==> src/hdl/qtr_defines.svh <==
// Register indices, field positions, reset values and timing constants of the timer block
`ifndef QTR_DEFINES_SVH
`define QTR_DEFINES_SVH
`define QTR_IDX_W 6
`define QTR_IDX_CTRL0 6'h05
`define QTR_IDX_T0_LOW 6'h0B
`define QTR_IDX_T0_HIGH 6'h0C
`define QTR_IDX_MODE 6'h10
`define QTR_IDX_FLAGS 6'h11
`define QTR_IDX_T1 6'h12
`define QTR_IDX_T2 6'h13
`define QTR_IDX_PER1 6'h14
`define QTR_IDX_PER2 6'h15
`define QTR_IDX_T3_LOW 6'h16
`define QTR_IDX_T3_HIGH 6'h17
`define QTR_IDX_PER3_LOW 6'h18
`define QTR_IDX_PER3_HIGH 6'h19
`define QTR_IDX_CAP2_LOW 6'h1A
`define QTR_IDX_CAP2_HIGH 6'h1B
`define QTR_IDX_DUTY1 6'h1C
`define QTR_IDX_DUTY2 6'h1D
`define QTR_BYTE_LANE_ZERO 2'h0
`define QTR_B_EDGE 6
`define QTR_B_CSEL 5
`define QTR_B_PS_TOP 4
`define QTR_B_PS_HI 3
`define QTR_B_PS_LO 1
`define QTR_CTRL_MASK 8'hFE
`define QTR_CTRL_RESET 8'h00
`define QTR_M_T1_EXT 0
`define QTR_M_T2_EXT 1
`define QTR_M_T3_EXT 2
`define QTR_M_JOIN 3
`define QTR_M_T1_RUN 4
`define QTR_M_T2_RUN 5
`define QTR_M_T3_RUN 6
`define QTR_M_DUAL 7
`define QTR_F_T0 0
`define QTR_F_T1 1
`define QTR_F_T2 2
`define QTR_F_T3 3
`define QTR_NPINS 5
`define QTR_PIN_T0 0
`define QTR_PIN_SHARED 1
`define QTR_PIN_FOURTH 2
`define QTR_PIN_CAP1 3
`define QTR_PIN_CAP2 4
`define QTR_INST_DIV 4
`define QTR_PRE_ONE 9'h001
`define QTR_PRE_FULL 9'h100
`define QTR_MAX16 16'hFFFF
`endif

==> src/hdl/qtr_pkg.sv <==
// Shared types of the timer block
package qtr_pkg;
  typedef logic [7:0] qtr_byte_t;
  typedef logic [15:0] qtr_word_t;
  typedef enum logic {QTR_SRC_EXT = 1'b0, QTR_SRC_INT = 1'b1} qtr_src_e;
endpackage

==> src/hdl/qtr_top.sv <==
// Four timers with prescaler, captures and PWM time-bases behind an APB slave
//
// Notes on behaviour
// - First timer is 16 bits, seen as separate low and high byte registers.
// - An 8-bit prescaler precedes the first timer, giving 24-bit overflow reach.
// - Control bit 5 high picks instruction clock, low picks external pin.
// - Field bits 4..1: codes 0..7 divide by 1..128, any 1xxx divides by 256.
// - With external clock, control bit 6 picks the counted pin edge.
// - Edge bit set counts rising pin edges, clear counts falling edges.
// - Control bit 0 is unimplemented and always reads zero.
// - Reset clears every implemented control bit.
// - Pin edges are aligned to instruction cycles after the prescaler.
// - Internal source is system clock divided by four, one per instruction.
// - First timer counts 0000h..FFFFh, wraps, and sets its flag on wrap.
// - Any write to either first timer byte clears the prescaler.
// - Second timer wraps from its period to zero and sets its flag.
// - Third timer wraps from its own period to zero and sets its flag.
// - Second and third timers may count the shared external pin.
// - Joined mode: second is low byte, third high, against joined period.
// - Joined mode wrap sets the second timer's flag, not the third's.
// - Fourth timer is 16 bits, wraps at its period (at FFFFh in dual capture mode) and sets its flag.
// - Fourth timer may count its own dedicated external pin.
// - Dual capture mode turns the fourth period register into a capture.
// - Second and third drive the PWM outputs; fourth feeds the captures.
`timescale 1ns/1ps
`include "qtr_defines.svh"
module qtr_top
  import qtr_pkg::*;
(
  input wire logic I_CLK_SYS,
  input wire logic I_RSTN,
  input wire logic I_PSEL,
  input wire logic I_PENABLE,
  input wire logic I_PWRITE,
  input wire logic [7:0] I_PADDR,
  input wire logic [31:0] I_PWDATA,
  output logic [31:0] O_PRDATA,
  output logic O_PREADY,
  output logic O_PSLVERR,
  input wire logic I_FIRST_TIMER_CLOCK_PIN,
  input wire logic I_SHARED_COUNTER_PIN,
  input wire logic I_FOURTH_COUNTER_PIN,
  input wire logic I_CAPTURE1_PIN,
  input wire logic I_CAPTURE2_PIN,
  output logic O_PWM1,
  output logic O_PWM2,
  output logic [3:0] O_FLAGS
);

  ////////////////////////////////////////////////////////////////////////////
  // Declarations
  qtr_byte_t first_timer_control, mode, second_timer_count, third_timer_count;
  qtr_byte_t second_timer_period, third_timer_period, duty1, duty2;
  qtr_word_t first_timer_count, fourth_timer_count, fourth_period, capture2;
  logic [3:0] flags;
  logic [3:0] ev;
  logic [1:0] inst_div;
  logic [`QTR_NPINS-1:0] pin_meta, pin_sync, pin_prev, pin_rise, pin_fall;
  logic [7:0] pre_cnt;
  logic [7:0] wdat;
  logic [8:0] pre_ratio;
  logic [`QTR_IDX_W-1:0] idx;
  logic [31:0] rd_val;
  logic inst_tick, pre_src, pre_out, t0_pend, t0_inc, t1_inc, t2_inc, t3_inc;
  logic lane_ok, wr, wr_t0, wr_t1, wr_t2, wr_t3, rd_hit, joined, dual;
  qtr_src_e t0_src;

  ////////////////////////////////////////////////////////////////////////////
  // Bus decode
  assign idx = I_PADDR[7:2];
  assign lane_ok = (I_PADDR[1:0] == `QTR_BYTE_LANE_ZERO);
  assign wr = I_PSEL && I_PENABLE && O_PREADY && I_PWRITE && rd_hit;
  // Only a write to a timer's own bytes may cancel its count or wrap
  assign wr_t0 = wr && (idx == `QTR_IDX_T0_LOW || idx == `QTR_IDX_T0_HIGH);
  assign wr_t1 = wr && (idx == `QTR_IDX_T1);
  assign wr_t2 = wr && (idx == `QTR_IDX_T2);
  assign wr_t3 = wr && (idx == `QTR_IDX_T3_LOW || idx == `QTR_IDX_T3_HIGH);
  assign wdat = I_PWDATA[7:0];
  assign joined = mode[`QTR_M_JOIN];
  assign dual = mode[`QTR_M_DUAL];
  assign t0_src = qtr_src_e'(first_timer_control[`QTR_B_CSEL]);

  // Read mux; narrow registers sit in the low bits, upper bits read zero
  always_comb
  begin
    rd_val = '0;
    rd_hit = lane_ok;
    case (idx)
      `QTR_IDX_CTRL0: rd_val[7:0] = first_timer_control & `QTR_CTRL_MASK;
      `QTR_IDX_T0_LOW: rd_val[7:0] = first_timer_count[7:0];
      `QTR_IDX_T0_HIGH: rd_val[7:0] = first_timer_count[15:8];
      `QTR_IDX_MODE: rd_val[7:0] = mode;
      `QTR_IDX_FLAGS: rd_val[3:0] = flags;
      `QTR_IDX_T1: rd_val[7:0] = second_timer_count;
      `QTR_IDX_T2: rd_val[7:0] = third_timer_count;
      `QTR_IDX_PER1: rd_val[7:0] = second_timer_period;
      `QTR_IDX_PER2: rd_val[7:0] = third_timer_period;
      `QTR_IDX_T3_LOW: rd_val[7:0] = fourth_timer_count[7:0];
      `QTR_IDX_T3_HIGH: rd_val[7:0] = fourth_timer_count[15:8];
      `QTR_IDX_PER3_LOW: rd_val[7:0] = fourth_period[7:0];
      `QTR_IDX_PER3_HIGH: rd_val[7:0] = fourth_period[15:8];
      `QTR_IDX_CAP2_LOW: rd_val[7:0] = capture2[7:0];
      `QTR_IDX_CAP2_HIGH: rd_val[7:0] = capture2[15:8];
      `QTR_IDX_DUTY1: rd_val[7:0] = duty1;
      `QTR_IDX_DUTY2: rd_val[7:0] = duty2;
      default: rd_hit = 1'b0;
    endcase
  end

  // No wait state: answer is built in setup so every bus output is a flop
  always_ff @(posedge I_CLK_SYS or negedge I_RSTN)
  begin
    if (!I_RSTN)
    begin
      O_PREADY <= 1'b0;
      O_PRDATA <= '0;
      O_PSLVERR <= 1'b0;
    end
    else if (I_PSEL && !I_PENABLE)
    begin
      O_PREADY <= 1'b1;
      O_PRDATA <= (I_PWRITE || !rd_hit) ? '0 : rd_val;
      O_PSLVERR <= !rd_hit;
    end
    else
    begin
      O_PREADY <= 1'b0;
      O_PSLVERR <= 1'b0;
    end
  end

  ////////////////////////////////////////////////////////////////////////////
  // Instruction clock: system clock divided by four
  always_ff @(posedge I_CLK_SYS or negedge I_RSTN)
  begin
    if (!I_RSTN)
      inst_div <= '0;
    else
      inst_div <= inst_div + 2'(1);
  end
  assign inst_tick = (inst_div == 2'(`QTR_INST_DIV - 1));

  ////////////////////////////////////////////////////////////////////////////
  // Pin synchronisers and edge detectors, read only after the second flop
  always_ff @(posedge I_CLK_SYS or negedge I_RSTN)
  begin
    if (!I_RSTN)
    begin
      pin_meta <= '0;
      pin_sync <= '0;
      pin_prev <= '0;
    end
    else
    begin
      pin_meta <= {I_CAPTURE2_PIN, I_CAPTURE1_PIN, I_FOURTH_COUNTER_PIN,
                   I_SHARED_COUNTER_PIN, I_FIRST_TIMER_CLOCK_PIN};
      pin_sync <= pin_meta;
      pin_prev <= pin_sync;
    end
  end
  assign pin_rise = pin_sync & ~pin_prev;
  assign pin_fall = ~pin_sync & pin_prev;

  ////////////////////////////////////////////////////////////////////////////
  // Control register; bit 0 is never stored
  always_ff @(posedge I_CLK_SYS or negedge I_RSTN)
  begin
    if (!I_RSTN)
      first_timer_control <= `QTR_CTRL_RESET;
    else if (wr && idx == `QTR_IDX_CTRL0)
      first_timer_control <= wdat & `QTR_CTRL_MASK;
  end

  ////////////////////////////////////////////////////////////////////////////
  // Prescaler source: instruction tick or chosen edge of the pin
  always_comb
  begin
    if (t0_src == QTR_SRC_INT)
      pre_src = inst_tick;
    else if (first_timer_control[`QTR_B_EDGE])
      pre_src = pin_rise[`QTR_PIN_T0];
    else
      pre_src = pin_fall[`QTR_PIN_T0];
  end

  // Division ratio from the prescale field
  assign pre_ratio = first_timer_control[`QTR_B_PS_TOP] ? `QTR_PRE_FULL
    : (`QTR_PRE_ONE << first_timer_control[`QTR_B_PS_HI:`QTR_B_PS_LO]);
  assign pre_out = pre_src && ({1'b0, pre_cnt} == pre_ratio - `QTR_PRE_ONE);

  // Prescale counter; a byte write to the first timer restarts it
  always_ff @(posedge I_CLK_SYS or negedge I_RSTN)
  begin
    if (!I_RSTN)
      pre_cnt <= '0;
    else if (wr && (idx == `QTR_IDX_T0_LOW || idx == `QTR_IDX_T0_HIGH))
      pre_cnt <= '0;
    else if (pre_out)
      pre_cnt <= '0;
    else if (pre_src)
      pre_cnt <= pre_cnt + 8'(1);
  end

  // Prescaler output waits for the next instruction cycle; pin jitter stays upstream
  always_ff @(posedge I_CLK_SYS or negedge I_RSTN)
  begin
    if (!I_RSTN)
      t0_pend <= 1'b0;
    else
      t0_pend <= (t0_pend || pre_out) && !inst_tick;
  end
  assign t0_inc = inst_tick && (t0_pend || pre_out);

  ////////////////////////////////////////////////////////////////////////////
  // First timer: write of a byte wins over the count in that cycle
  always_ff @(posedge I_CLK_SYS or negedge I_RSTN)
  begin
    if (!I_RSTN)
      first_timer_count <= '0;
    else if (wr && idx == `QTR_IDX_T0_LOW)
      first_timer_count[7:0] <= wdat;
    else if (wr && idx == `QTR_IDX_T0_HIGH)
      first_timer_count[15:8] <= wdat;
    else if (t0_inc)
      first_timer_count <= first_timer_count + 16'(1);
  end

  ////////////////////////////////////////////////////////////////////////////
  // Mode, periods and duty registers
  always_ff @(posedge I_CLK_SYS or negedge I_RSTN)
  begin
    if (!I_RSTN)
    begin
      mode <= '0;
      second_timer_period <= '0;
      third_timer_period <= '0;
      duty1 <= '0;
      duty2 <= '0;
    end
    else if (wr)
    begin
      case (idx)
        `QTR_IDX_MODE: mode <= wdat;
        `QTR_IDX_PER1: second_timer_period <= wdat;
        `QTR_IDX_PER2: third_timer_period <= wdat;
        `QTR_IDX_DUTY1: duty1 <= wdat;
        `QTR_IDX_DUTY2: duty2 <= wdat;
        default: ;
      endcase
    end
  end

  ////////////////////////////////////////////////////////////////////////////
  // Count enables of the second, third and fourth timers
  assign t1_inc = mode[`QTR_M_T1_RUN] && (mode[`QTR_M_T1_EXT]
    ? pin_fall[`QTR_PIN_SHARED] : inst_tick);
  assign t2_inc = mode[`QTR_M_T2_RUN] && (mode[`QTR_M_T2_EXT]
    ? pin_fall[`QTR_PIN_SHARED] : inst_tick);
  assign t3_inc = mode[`QTR_M_T3_RUN] && (mode[`QTR_M_T3_EXT]
    ? pin_fall[`QTR_PIN_FOURTH] : inst_tick);

  // Wrap events; a write to the counting register cancels that event
  always_comb
  begin
    ev = '0;
    ev[`QTR_F_T0] = t0_inc && !wr_t0 && (first_timer_count == `QTR_MAX16);
    if (joined)
      ev[`QTR_F_T1] = t1_inc && !(wr_t1 || wr_t2) && ({third_timer_count, second_timer_count}
        == {third_timer_period, second_timer_period});
    else
    begin
      ev[`QTR_F_T1] = t1_inc && !wr_t1 && (second_timer_count == second_timer_period);
      ev[`QTR_F_T2] = t2_inc && !wr_t2 && (third_timer_count == third_timer_period);
    end
    ev[`QTR_F_T3] = t3_inc && !wr_t3 && (dual ? (fourth_timer_count == `QTR_MAX16)
      : (fourth_timer_count == fourth_period));
  end

  ////////////////////////////////////////////////////////////////////////////
  // Second and third timers, alone or joined as one 16-bit timer
  always_ff @(posedge I_CLK_SYS or negedge I_RSTN)
  begin
    if (!I_RSTN)
    begin
      second_timer_count <= '0;
      third_timer_count <= '0;
    end
    else if (joined && (wr_t1 || wr_t2))
    begin
      // Joined pair holds its other byte while software writes one
      if (wr_t1)
        second_timer_count <= wdat;
      if (wr_t2)
        third_timer_count <= wdat;
    end
    else if (joined)
    begin
      if (ev[`QTR_F_T1])
      begin
        second_timer_count <= '0;
        third_timer_count <= '0;
      end
      else if (t1_inc)
        {third_timer_count, second_timer_count} <=
          {third_timer_count, second_timer_count} + 16'(1);
    end
    else
    begin
      if (wr_t1)
        second_timer_count <= wdat;
      else if (ev[`QTR_F_T1])
        second_timer_count <= '0;
      else if (t1_inc)
        second_timer_count <= second_timer_count + 8'(1);
      if (wr_t2)
        third_timer_count <= wdat;
      else if (ev[`QTR_F_T2])
        third_timer_count <= '0;
      else if (t2_inc)
        third_timer_count <= third_timer_count + 8'(1);
    end
  end

  ////////////////////////////////////////////////////////////////////////////
  // Fourth timer, its period or first capture, and the second capture
  always_ff @(posedge I_CLK_SYS or negedge I_RSTN)
  begin
    if (!I_RSTN)
      fourth_timer_count <= '0;
    else if (wr && idx == `QTR_IDX_T3_LOW)
      fourth_timer_count[7:0] <= wdat;
    else if (wr && idx == `QTR_IDX_T3_HIGH)
      fourth_timer_count[15:8] <= wdat;
    else if (ev[`QTR_F_T3])
      fourth_timer_count <= '0;
    else if (t3_inc)
      fourth_timer_count <= fourth_timer_count + 16'(1);
  end

  // Capture edges take the fourth count; software writes win
  always_ff @(posedge I_CLK_SYS or negedge I_RSTN)
  begin
    if (!I_RSTN)
    begin
      fourth_period <= '0;
      capture2 <= '0;
    end
    else
    begin
      if (wr && idx == `QTR_IDX_PER3_LOW)
        fourth_period[7:0] <= wdat;
      else if (wr && idx == `QTR_IDX_PER3_HIGH)
        fourth_period[15:8] <= wdat;
      else if (dual && pin_rise[`QTR_PIN_CAP1])
        fourth_period <= fourth_timer_count;
      if (wr && idx == `QTR_IDX_CAP2_LOW)
        capture2[7:0] <= wdat;
      else if (wr && idx == `QTR_IDX_CAP2_HIGH)
        capture2[15:8] <= wdat;
      else if (pin_rise[`QTR_PIN_CAP2])
        capture2 <= fourth_timer_count;
    end
  end

  ////////////////////////////////////////////////////////////////////////////
  // Sticky flags, write one to clear; a new event beats the clear
  always_ff @(posedge I_CLK_SYS or negedge I_RSTN)
  begin
    if (!I_RSTN)
      flags <= '0;
    else if (wr && idx == `QTR_IDX_FLAGS)
      flags <= (flags & ~I_PWDATA[3:0]) | ev;
    else
      flags <= flags | ev;
  end

  ////////////////////////////////////////////////////////////////////////////
  // PWM outputs time-based on the second and third timers; flag mirror
  always_ff @(posedge I_CLK_SYS or negedge I_RSTN)
  begin
    if (!I_RSTN)
    begin
      O_PWM1 <= 1'b0;
      O_PWM2 <= 1'b0;
      O_FLAGS <= '0;
    end
    else
    begin
      O_PWM1 <= mode[`QTR_M_T1_RUN] && (second_timer_count < duty1);
      O_PWM2 <= mode[`QTR_M_T2_RUN] && (third_timer_count < duty2);
      O_FLAGS <= flags;
    end
  end
endmodule

==> config.mk <==
export PLATFORM = sky130hd
export DESIGN_NAME = qtr_top
export DESIGN_NICKNAME = d
export VERILOG_FILES = /design/src/hdl/qtr_pkg.sv /design/src/hdl/qtr_top.sv
export VERILOG_INCLUDE_DIRS = /design/src /design/src/hdl
export SDC_FILE = /design/constraint.sdc
export NUM_CORES = 1
export LEC_CHECK = 0
export BUFFER_PORTS_ARGS = -buffer_cell sky130_fd_sc_hd__buf_2
export CAP_MARGIN = 20
export CORE_MARGIN = 5
export CORE_UTILIZATION = 65
export CTS_CLUSTER_DIAMETER = 200
export DETAILED_ROUTE_END_ITERATION = 16
export PLACE_DENSITY = 0.86
export RECOVER_POWER = 50
export SETUP_SLACK_MARGIN = 0.02
export SKIP_LAST_GASP = 1
export SYNTH_ARGS = -nofsm -noshare
export SYNTH_HDL_FRONTEND = slang
export SYNTH_SLANG_ARGS = --single-unit
==> constraint.sdc <==
create_clock -name I_CLK_SYS -period 6.2 [get_ports I_CLK_SYS]
set_input_delay 0.62 -clock I_CLK_SYS [delete_from_list [all_inputs] [get_ports I_CLK_SYS]]
set_output_delay 0.62 -clock I_CLK_SYS [all_outputs]
set_load 0.05 [all_outputs]
# == Yosys cells after proc, flatten, opt, wreduce, memory -nomap -nowiden ==
# Index checks and enable logic that the tools add are counted.
# word_totals
output_inout_bits,40
reg_bits,197
elab_cells,216
# op_classes
n_mux,52
n_lt_le_gt_ge,2
eq_ne,32
addsub,8
shifts,1
n_reduce_logical,80
bitwise,12
# op_table
op,count
8-bit two-way mux,32
"6-bit by 5-bit == test with 1-bit output, second input constant",14
16-bit two-way mux,5
4-bit one-hot mux with 17 select lines,1
4-bit one-hot mux with 16 select lines,1
"16-bit by 1-bit adder with 16-bit output, second input constant",3
1-bit logical AND,39
16-bit == test,2
"16-bit == test, second input constant",2
2-bit AND reduction,13
"8-bit by 1-bit adder with 8-bit output, second input constant",3
17-bit OR reduction,1
8-bit == test,2
8-bit less-than comparator,2
"6-bit by 4-bit == test with 1-bit output, second input constant",2
"2-bit inequality test, second input constant",6
2-bit nonzero test,6
3-bit nonzero test,4
1-bit two-way mux,11
8-bit by 9-bit == test with 1-bit output,1
9-bit two-way mux,1
"1-bit by 3-bit << shifter with 9-bit output, first input constant",1
"9-bit by 1-bit subtractor with 9-bit output, second input constant",1
1-bit logical NOT,8
17 further kinds,26

# == Logic depth before layout (Yosys ltp) ==
# Gate-level depths: netlist of run 1.
# depth
depth_word,14
ltp_mapped,14
mapped_depth_nobuf,11

# == Worst setup path before layout of run 1 ==
# Ideal clock, no wire load.
# synth_timing
path_type,reg-to-reg
start,register first_timer_control[4]
end,register first_timer_count[1]
required_ns,6.075
synth_period_minus_slack_ns,3.172
setup_ns,0.125
slack_ns,3.028
stages_incl_launch_ff,13
t_arrival_ns,3.047
cell_sequence,dfrtp_1 -> clkbuf_1 -> or4_1 -> ha_1 -> buf_2 -> nor4b_1 -> a21oi_1 -> o21ai_0 -> xor2_1 -> o41ai_2 -> nand3_1 -> nor2_1 -> mux2_2
# synth_between
elab_chain_len,8
# synth_lines
element,line_no,rtl
start: declaration,qtr_top.sv:52,"qtr_byte_t first_timer_control, mode, second_timer_count, third_timer_count;"
start signal: assignment,qtr_top.sv:169,first_timer_control <= `QTR_CTRL_RESET;
start signal: assignment,qtr_top.sv:171,first_timer_control <= wdat & `QTR_CTRL_MASK;
9-bit two-way mux,qtr_top.sv:187,assign pre_ratio = first_timer_control[`QTR_B_PS_TOP] ? `QTR_PRE_FULL
9-bit by 1-bit subtractor with 9-bit output (no line),-,
8-bit by 9-bit == test with 1-bit output (no line),-,
1-bit logical AND,qtr_top.sv:189,"assign pre_out = pre_src && ({1'b0, pre_cnt} == pre_ratio - `QTR_PRE_ONE);"
1-bit logical OR,qtr_top.sv:212,assign t0_inc = inst_tick && (t0_pend || pre_out);
1-bit logical AND,qtr_top.sv:212,
2-bit nonzero test (no line),-,
2-bit AND reduction (no line),-,
end signal: assignment,qtr_top.sv:221,first_timer_count[7:0] <= wdat;
end signal: assignment,qtr_top.sv:225,first_timer_count <= first_timer_count + 16'(1);
end: declaration,qtr_top.sv:54,"qtr_word_t first_timer_count, fourth_timer_count, fourth_period, capture2;"
# No other way between the ends.
# A chain may end at the register's enable or synchronous reset.

# == Final worst setup path of run 1 ==
# Ends and elaborated chain as after synthesis.

==> impl_metrics.tcl, run 1 <==
set metrics [dict create \
    chipWidth_um 138 \
    cp_data_arrival_time_ns 3.95 \
    routed_wl_um 32200 \
    drc 0 \
    start_kind "flip-flop" \
    setup_viol 0 \
    grt_overflow 0 \
    cts_root_buf "clkbuf_16" \
    via_per_inst 6.89 \
    synth.largest_area_cell "dfrtp_1" \
    antenna_found_initial 1 \
    grt_pass1_wl_um 49900 \
    power_switching_w 0.000722 \
    multiInputGateArea_um2 5720 \
    vias 9692 \
    placed_area_um2 10700 \
    maxCapViolations 0 \
    synth_edf_count 0 \
    required_ns 6.54 \
    final_cell_mix "dfrtp_1 (173), nand2_1 (130), o21ai_0 (103)" \
    clkLatencyLatePin_ns 0.45 \
    path_clk_slew_ns 0.08 \
    final_nets 1248 \
    totalPowerFinal_w 0.00248 \
    power.density_nw_per_um2 220 \
    worstPathMaxFanout 13 \
    num_rows 46 \
    synth_area_leaders "dfrtp_1 (41%), o21ai_0 (4.9%), nand2_1 (4.6%)" \
    ir_worst_vdd_mv 0.201 \
    die-area_um2 19000 \
    drive_gt1_share_pct 10.4 \
    fin_crit_ns 3.61 \
    synthDistinctLibCells 76 \
    ctsHoldBuffers 0 \
    dp.cells 1374 \
    seq_area_um2 4330 \
    cts_buffer_depth 2 \
    max_slew_margin_pct 32.6 \
    drt.antenna.violating_nets 0 \
    synthToLayoutAreaGrowth_pct 6.03 \
    async_flop_share_pct 100 \
    min_path_type "in -> async" \
    r2r_slack_ns 2.59 \
    fin_tns_setup_ns 0 \
    cts_tree "built" \
    drtIter0Drc 1360 \
    p_seq_share_pct 48.7 \
    fmax_mhz 277 \
    place_hpwl_um 21700 \
    worstMarginPinSlew_ns 1.00 \
    outcome "complete, no violations" \
    fin_area_um2 11200 \
    p_leak_nw 4.90 \
    synthesis.area_um2 10600 \
    core-area_um2 15900 \
    gp_congestion 1.02 \
    grt_pass1_vias 9017 \
    grt_max_degree 101 \
    io_pins 90 \
    avgSynthCellArea_um2 8.91 \
    drtPass1Iterations 7 \
    ys_seq_area_share_pct 40.8 \
    clkPwrFrac_pct 42.7 \
    clock_sinks 173 \
    portBuffers 41 \
    cts_setup_buffers 0 \
    fin_crit_sh_pct 58.3 \
    synthFlopType "dfrtp_1" \
    synth_cells 1191 \
    rsz0062_at_grt "false" \
    internal-power_w 0.00175 \
    crit_path_end_kind "flip-flop" \
    combPwrFrac_pct 8.6 \
    fillers 1226 \
    layout_commonest_cell "dfrtp_1" \
    synth_top_area_share_pct 40.8 \
    grt_usage_pct 34.9 \
    wl_per_cell_um 22.9 \
    switching_share_pct 29.2 \
    yosysWarnings 0 \
    htreeDepth 4 \
    ys_seq_elements 173 \
    n_antenna_cell 0 \
    initial_core_util_pct 66.6 \
    fin_skew_ns 0.00953 \
    die_h_um 138 \
    cts_made_buffers 17 \
    stdcell_count 1406 \
    crit_type "reg -> reg" \
    cts_resized 0 \
    slew_viol_final 0 \
    hold_viol_final 0 \
]
state kept, by name, indices dropped and copies added, names as in the netlist, 2 cells and up:
| signal | count |
|---|---|
| duty2 | 8 |
| first_timer_control | 7 |
| pin_meta | 5 |
| pin_sync | 5 |
| fourth_period | 16 |
| third_timer_count | 8 |
| capture2 | 16 |
| inst_div | 2 |
| first_timer_count | 16 |
| mode | 8 |
| O_FLAGS | 4 |
| third_timer_period | 8 |
| pre_cnt | 8 |
| duty1 | 8 |
| fourth_timer_count | 16 |
| O_PRDATA | 8 |
| pin_prev | 5 |
| flags | 4 |
| second_timer_count | 8 |
| second_timer_period | 8 |
per-stage QoR:
step / worst slack (ns) / hold slack (ns) / util [%]
after floorplan: 3.03 / 0.324 / -
after global placement: 2.69 / 0.332 / 67.1
final: 2.59 / 0.270 / 70.6
after global routing: 2.31 / 0.255 / 70.6
after CTS: 2.63 / 0.263 / 70.7
after detailed placement: 2.62 / 0.335 / 67.1
path summary, 6_finish.rpt:
kind / end / startpoint / cells after the start
max reg2reg: first_timer_count[1] / first_timer_control[4] / 11
min in group I_CLK_SYS: pin_meta[1] / I_SHARED_COUNTER_PIN / 1
min: O_PWM2 / I_RSTN / 1
max: first_timer_count[1] / first_timer_control[4] / 11
min reg2reg: pin_sync[2] / pin_meta[2] / 0
max in group asynchronous: O_FLAGS[3] / I_RSTN / 2
cell type report:
class | instances | share of cell area [%]
sequential | 173 | 38.5
inverter | 29 | 0.968
clock inverter | 15 | 1.27
clock buffer | 17 | 3.78
timing repair buffer | 49 | 2.22
multi-input combinational | 907 | 50.9
tap | 216 | 2.40
layer usage:
metal	vias up	global-route usage, %	share of wire, %
met2	679	51.9	45
met3	148	12.1	13
met4	2	14.8	4.5
met5	-	0	0.040
met1	4645	46.5	38
li1	4218	-	-
Yosys cell counts (3+ instances only):
library cell and n:
a31oi_1 17, dfrtp_1 173, a21oi_1 68, nor4_1 7
and2_1 11, nor2_1 102, o221ai_1 4, a22o_1 16
mux2_2 33, nand3_1 32, buf_2 24, xnor2_1 19
clkbuf_1 47, and4_1 3, nor2b_1 16, a22oi_1 45
and3_1 21, nor3_4 5, buf_1 3, and3b_1 4
buf_4 29, a211oi_1 3, nor4bb_1 6, o31ai_1 4
nand2b_1 13, o21ai_0 103, a32o_1 3, a221oi_1 11
or3_1 4, nand4_1 23, nor3_2 3, nor3_1 15
xor2_1 27, nor2_2 4, nand3b_1 11, ha_1 21
inv_1 28, o22ai_1 12, nand2_1 130, nor3b_1 7
a21o_1 9, mux2i_1 32
power by group through the flow:
stage / Combinational (W) / Clock (W) / Sequential (W)
final: 0.000213 / 0.00106 / 0.00121
after CTS: 0.000210 / 0.00106 / 0.00120
after detailed placement: 0.000209 / 0 / 0.00123
after global placement: 0.000203 / 0 / 0.00122
after global routing: 0.000232 / 0.00111 / 0.00121
after floorplan: 0.000156 / 0 / 0.00121
worst max-delay path: stages, from the launching register on:
cell     delay (ns)
dfrtp_1        0.54
or4_1          0.58
ha_1           0.33
nor4b_1        0.33
a21oi_1        0.06
o21ai_0        0.25
xor2_1         0.14
o41ai_2        0.23
buf_4          0.25
nand3_1        0.20
nor2_1         0.24
mux2_2         0.35
kinds of logic (layout without fill, tap and decap cells):
logic type / count (synthesis) / after routing / synth area share (%)
xor+xnor: 46 / 46 / 3.80
buf+inv: 134 / 110 / 6.19
compound gates: 321 / 321 / 19.3
other cells: 1 / 24 / 0.0353
mux: 65 / 65 / 6.52
flops: 173 / 173 / 40.8
simple gates: 430 / 430 / 20.9
fa+ha+maj: 21 / 21 / 2.48
No activity file was read; power rests on OpenSTA's default activity.
==> inputs of run 2 (changes only) <==
--- a/config.mk
+++ b/config.mk
@@ -9,10 +9,10 @@
 export BUFFER_PORTS_ARGS = -buffer_cell sky130_fd_sc_hd__buf_2
 export CAP_MARGIN = 20
 export CORE_MARGIN = 5
-export CORE_UTILIZATION = 65
+export CORE_UTILIZATION = 61
 export CTS_CLUSTER_DIAMETER = 200
 export DETAILED_ROUTE_END_ITERATION = 16
-export PLACE_DENSITY = 0.86
+export PLACE_DENSITY = 0.81
 export RECOVER_POWER = 50
 export SETUP_SLACK_MARGIN = 0.02
 export SKIP_LAST_GASP = 1
==> constraint.sdc (replaced) <==
create_clock -name I_CLK_SYS -period 3.55 [get_ports I_CLK_SYS]
set_input_delay 0.355 -clock I_CLK_SYS [delete_from_list [all_inputs] [get_ports I_CLK_SYS]]
set_output_delay 0.355 -clock I_CLK_SYS [all_outputs]
set_load 0.05 [all_outputs]
==> impl_metrics.tcl, run 2 (synthesis results as in run 1) <==
set metrics [dict create \
    combPwrFrac_pct 9.0 \
    p_seq_share_pct 49.6 \
    drc 0 \
    ir_worst_vdd_mv 0.315 \
    num_rows 48 \
    clkLatencyLatePin_ns 0.43 \
    drive_gt1_share_pct 13.1 \
    routed_wl_um 32600 \
    gp_congestion 1.02 \
    p_leak_nw 5.05 \
    rsz0062_at_grt "false" \
    cp_slowest_stage_delay_ns 0.53 \
    final_cell_mix "dfrtp_1 (173), nand2_1 (130), nor2_1 (102), o21ai_0 (102), a21oi_1 (68)" \
    core-area_um2 17200 \
    path_delay_family "simple AND/OR/NAND/NOR gates" \
    clkPwrFrac_pct 41.4 \
    grt_pass1_wl_um 50800 \
    utilization_pct 66.5 \
    cts_root_buf "clkbuf_16" \
    portBuffers 41 \
    crit_type "reg -> reg" \
    fin_tns_setup_ns 0 \
    synthToLayoutAreaGrowth_pct 7.62 \
    cts_buffer_depth 2 \
    grt_usage_pct 32.7 \
    fin_area_um2 11400 \
    cts_setup_buffers 0 \
    grt_overflow 0 \
    place_hpwl_um 22800 \
    grt_max_degree 85 \
    path_clk_slew_ns 0.06 \
    stdcell_count 1437 \
    pre_cts_ws_ns 0.237 \
    switching_share_pct 26.9 \
    die-area_um2 20100 \
    grt_pass1_vias 9101 \
    io_pins 90 \
    start_kind "flip-flop" \
    initial_core_util_pct 61.8 \
    die_h_um 142 \
    layout_commonest_cell "dfrtp_1" \
    fin_crit_ns 3.38 \
    n_antenna_cell 0 \
    worstMarginPinSlew_ns 2.20 \
    fin_skew_ns 0.00837 \
    final_nets 1273 \
    internal-power_w 0.00310 \
    dp.cells 1408 \
    htreeDepth 4 \
    placed_area_um2 10900 \
    outcome "finished, violations left" \
    maxCapViolations 1 \
    slew_viol_final 85 \
    drtPass1Iterations 6 \
    setup_viol 0 \
    path_cells "or4_1, ha_1, nor3_1, a21oi_1, o21ai_0, xor2_1, o41ai_2, buf_4, nand3_1, nor2_1, mux2_2" \
    antenna_found_initial 0 \
    highest_layer "met4" \
    wl_met3_um 3960 \
    drt.antenna.violating_nets 0 \
    worstPathMaxFanout 13 \
    min_path_type "in -> reg" \
    fin_crit_sh_pct 95.2 \
    dr_wl_met2_um 14600 \
    via_per_inst 6.67 \
    required_ns 3.87 \
    crit_path_end_kind "flip-flop" \
    vias 9587 \
    power_switching_w 0.00114 \
    setup_ws_ns 0.171 \
    drtIter0Drc 1155 \
    cts_tree "built" \
    wl_met1_um 12700 \
    cp_data_arrival_time_ns 3.70 \
    fmax_mhz 296 \
    critPathBufInv 1 \
    wl_per_cell_um 22.7 \
    crit_slowest_cell "or4_1" \
    max_slew_margin_pct -46.9 \
    power.density_nw_per_um2 371 \
    cts_made_buffers 17 \
    hold_viol_final 0 \
    chipWidth_um 142 \
    clock_sinks 173 \
    violations "capacitance limit, slew limit" \
    ctsHoldBuffers 0 \
]
==> run 2: cell type report <==
class	count	area, um^2
clock buffers	22	454
clock inverters	7	68.8
fillers	1429	5760
inverters	29	109
multi-input cells	907	5730
flip-flops and latches	173	4330
well taps	225	282
repair buffers	74	443
==> run 2: repair_timing <==
| item | in CTS | in global routing |
|---|---|---|
| endpoints found under the setup margin | 0 | 4 |
| endpoints found under the hold margin | 0 | 0 |
| resized for setup | 0 | 2 |
==> run 2: routing by layer <==
layer	GRT usage (%)	vias to the layer above
met4	13.9	0
met2	48.7	604
met1	44.0	4609
met5	0	-
li1	-	4261
met3	10.7	113
==> run 2: power groups by stage <==
stage          Sequential (W)  Clock (W)  Combinational [W]
2_1_floorplan         0.00212          0           0.000273
3_3_place_gp          0.00214          0           0.000369
3_5_place_dp          0.00214          0           0.000382
4_1_cts               0.00210    0.00176           0.000381
5_1_grt               0.00211    0.00183           0.000420
6_report              0.00211    0.00175           0.000382
==> run 2: through the flow <==
stage                     hold WS [ns]  total power (W)
after floorplan                 0.0594          0.00239
after global placement           0.332          0.00251
after detailed placement         0.335          0.00252
after CTS                       0.0186          0.00424
after global routing            0.0173          0.00437
final                           0.0234          0.00424
==> run 2: path summary, 6_finish.rpt <==
check                                            start                    to  slack, ns  cells after the start
worst max register to register  first_timer_control[4]  first_timer_count[1]       0.17                     11
max in group asynchronous                       I_RSTN               mode[1]       0.82                      2
worst min register to register             pin_meta[2]           pin_sync[2]       0.35                      0
worst max-delay path            first_timer_control[4]  first_timer_count[1]       0.17                     11
min in group asynchronous                       I_RSTN              duty2[7]       0.56                      1
worst min-delay path                    I_CAPTURE2_PIN           pin_meta[4]       0.02                      1
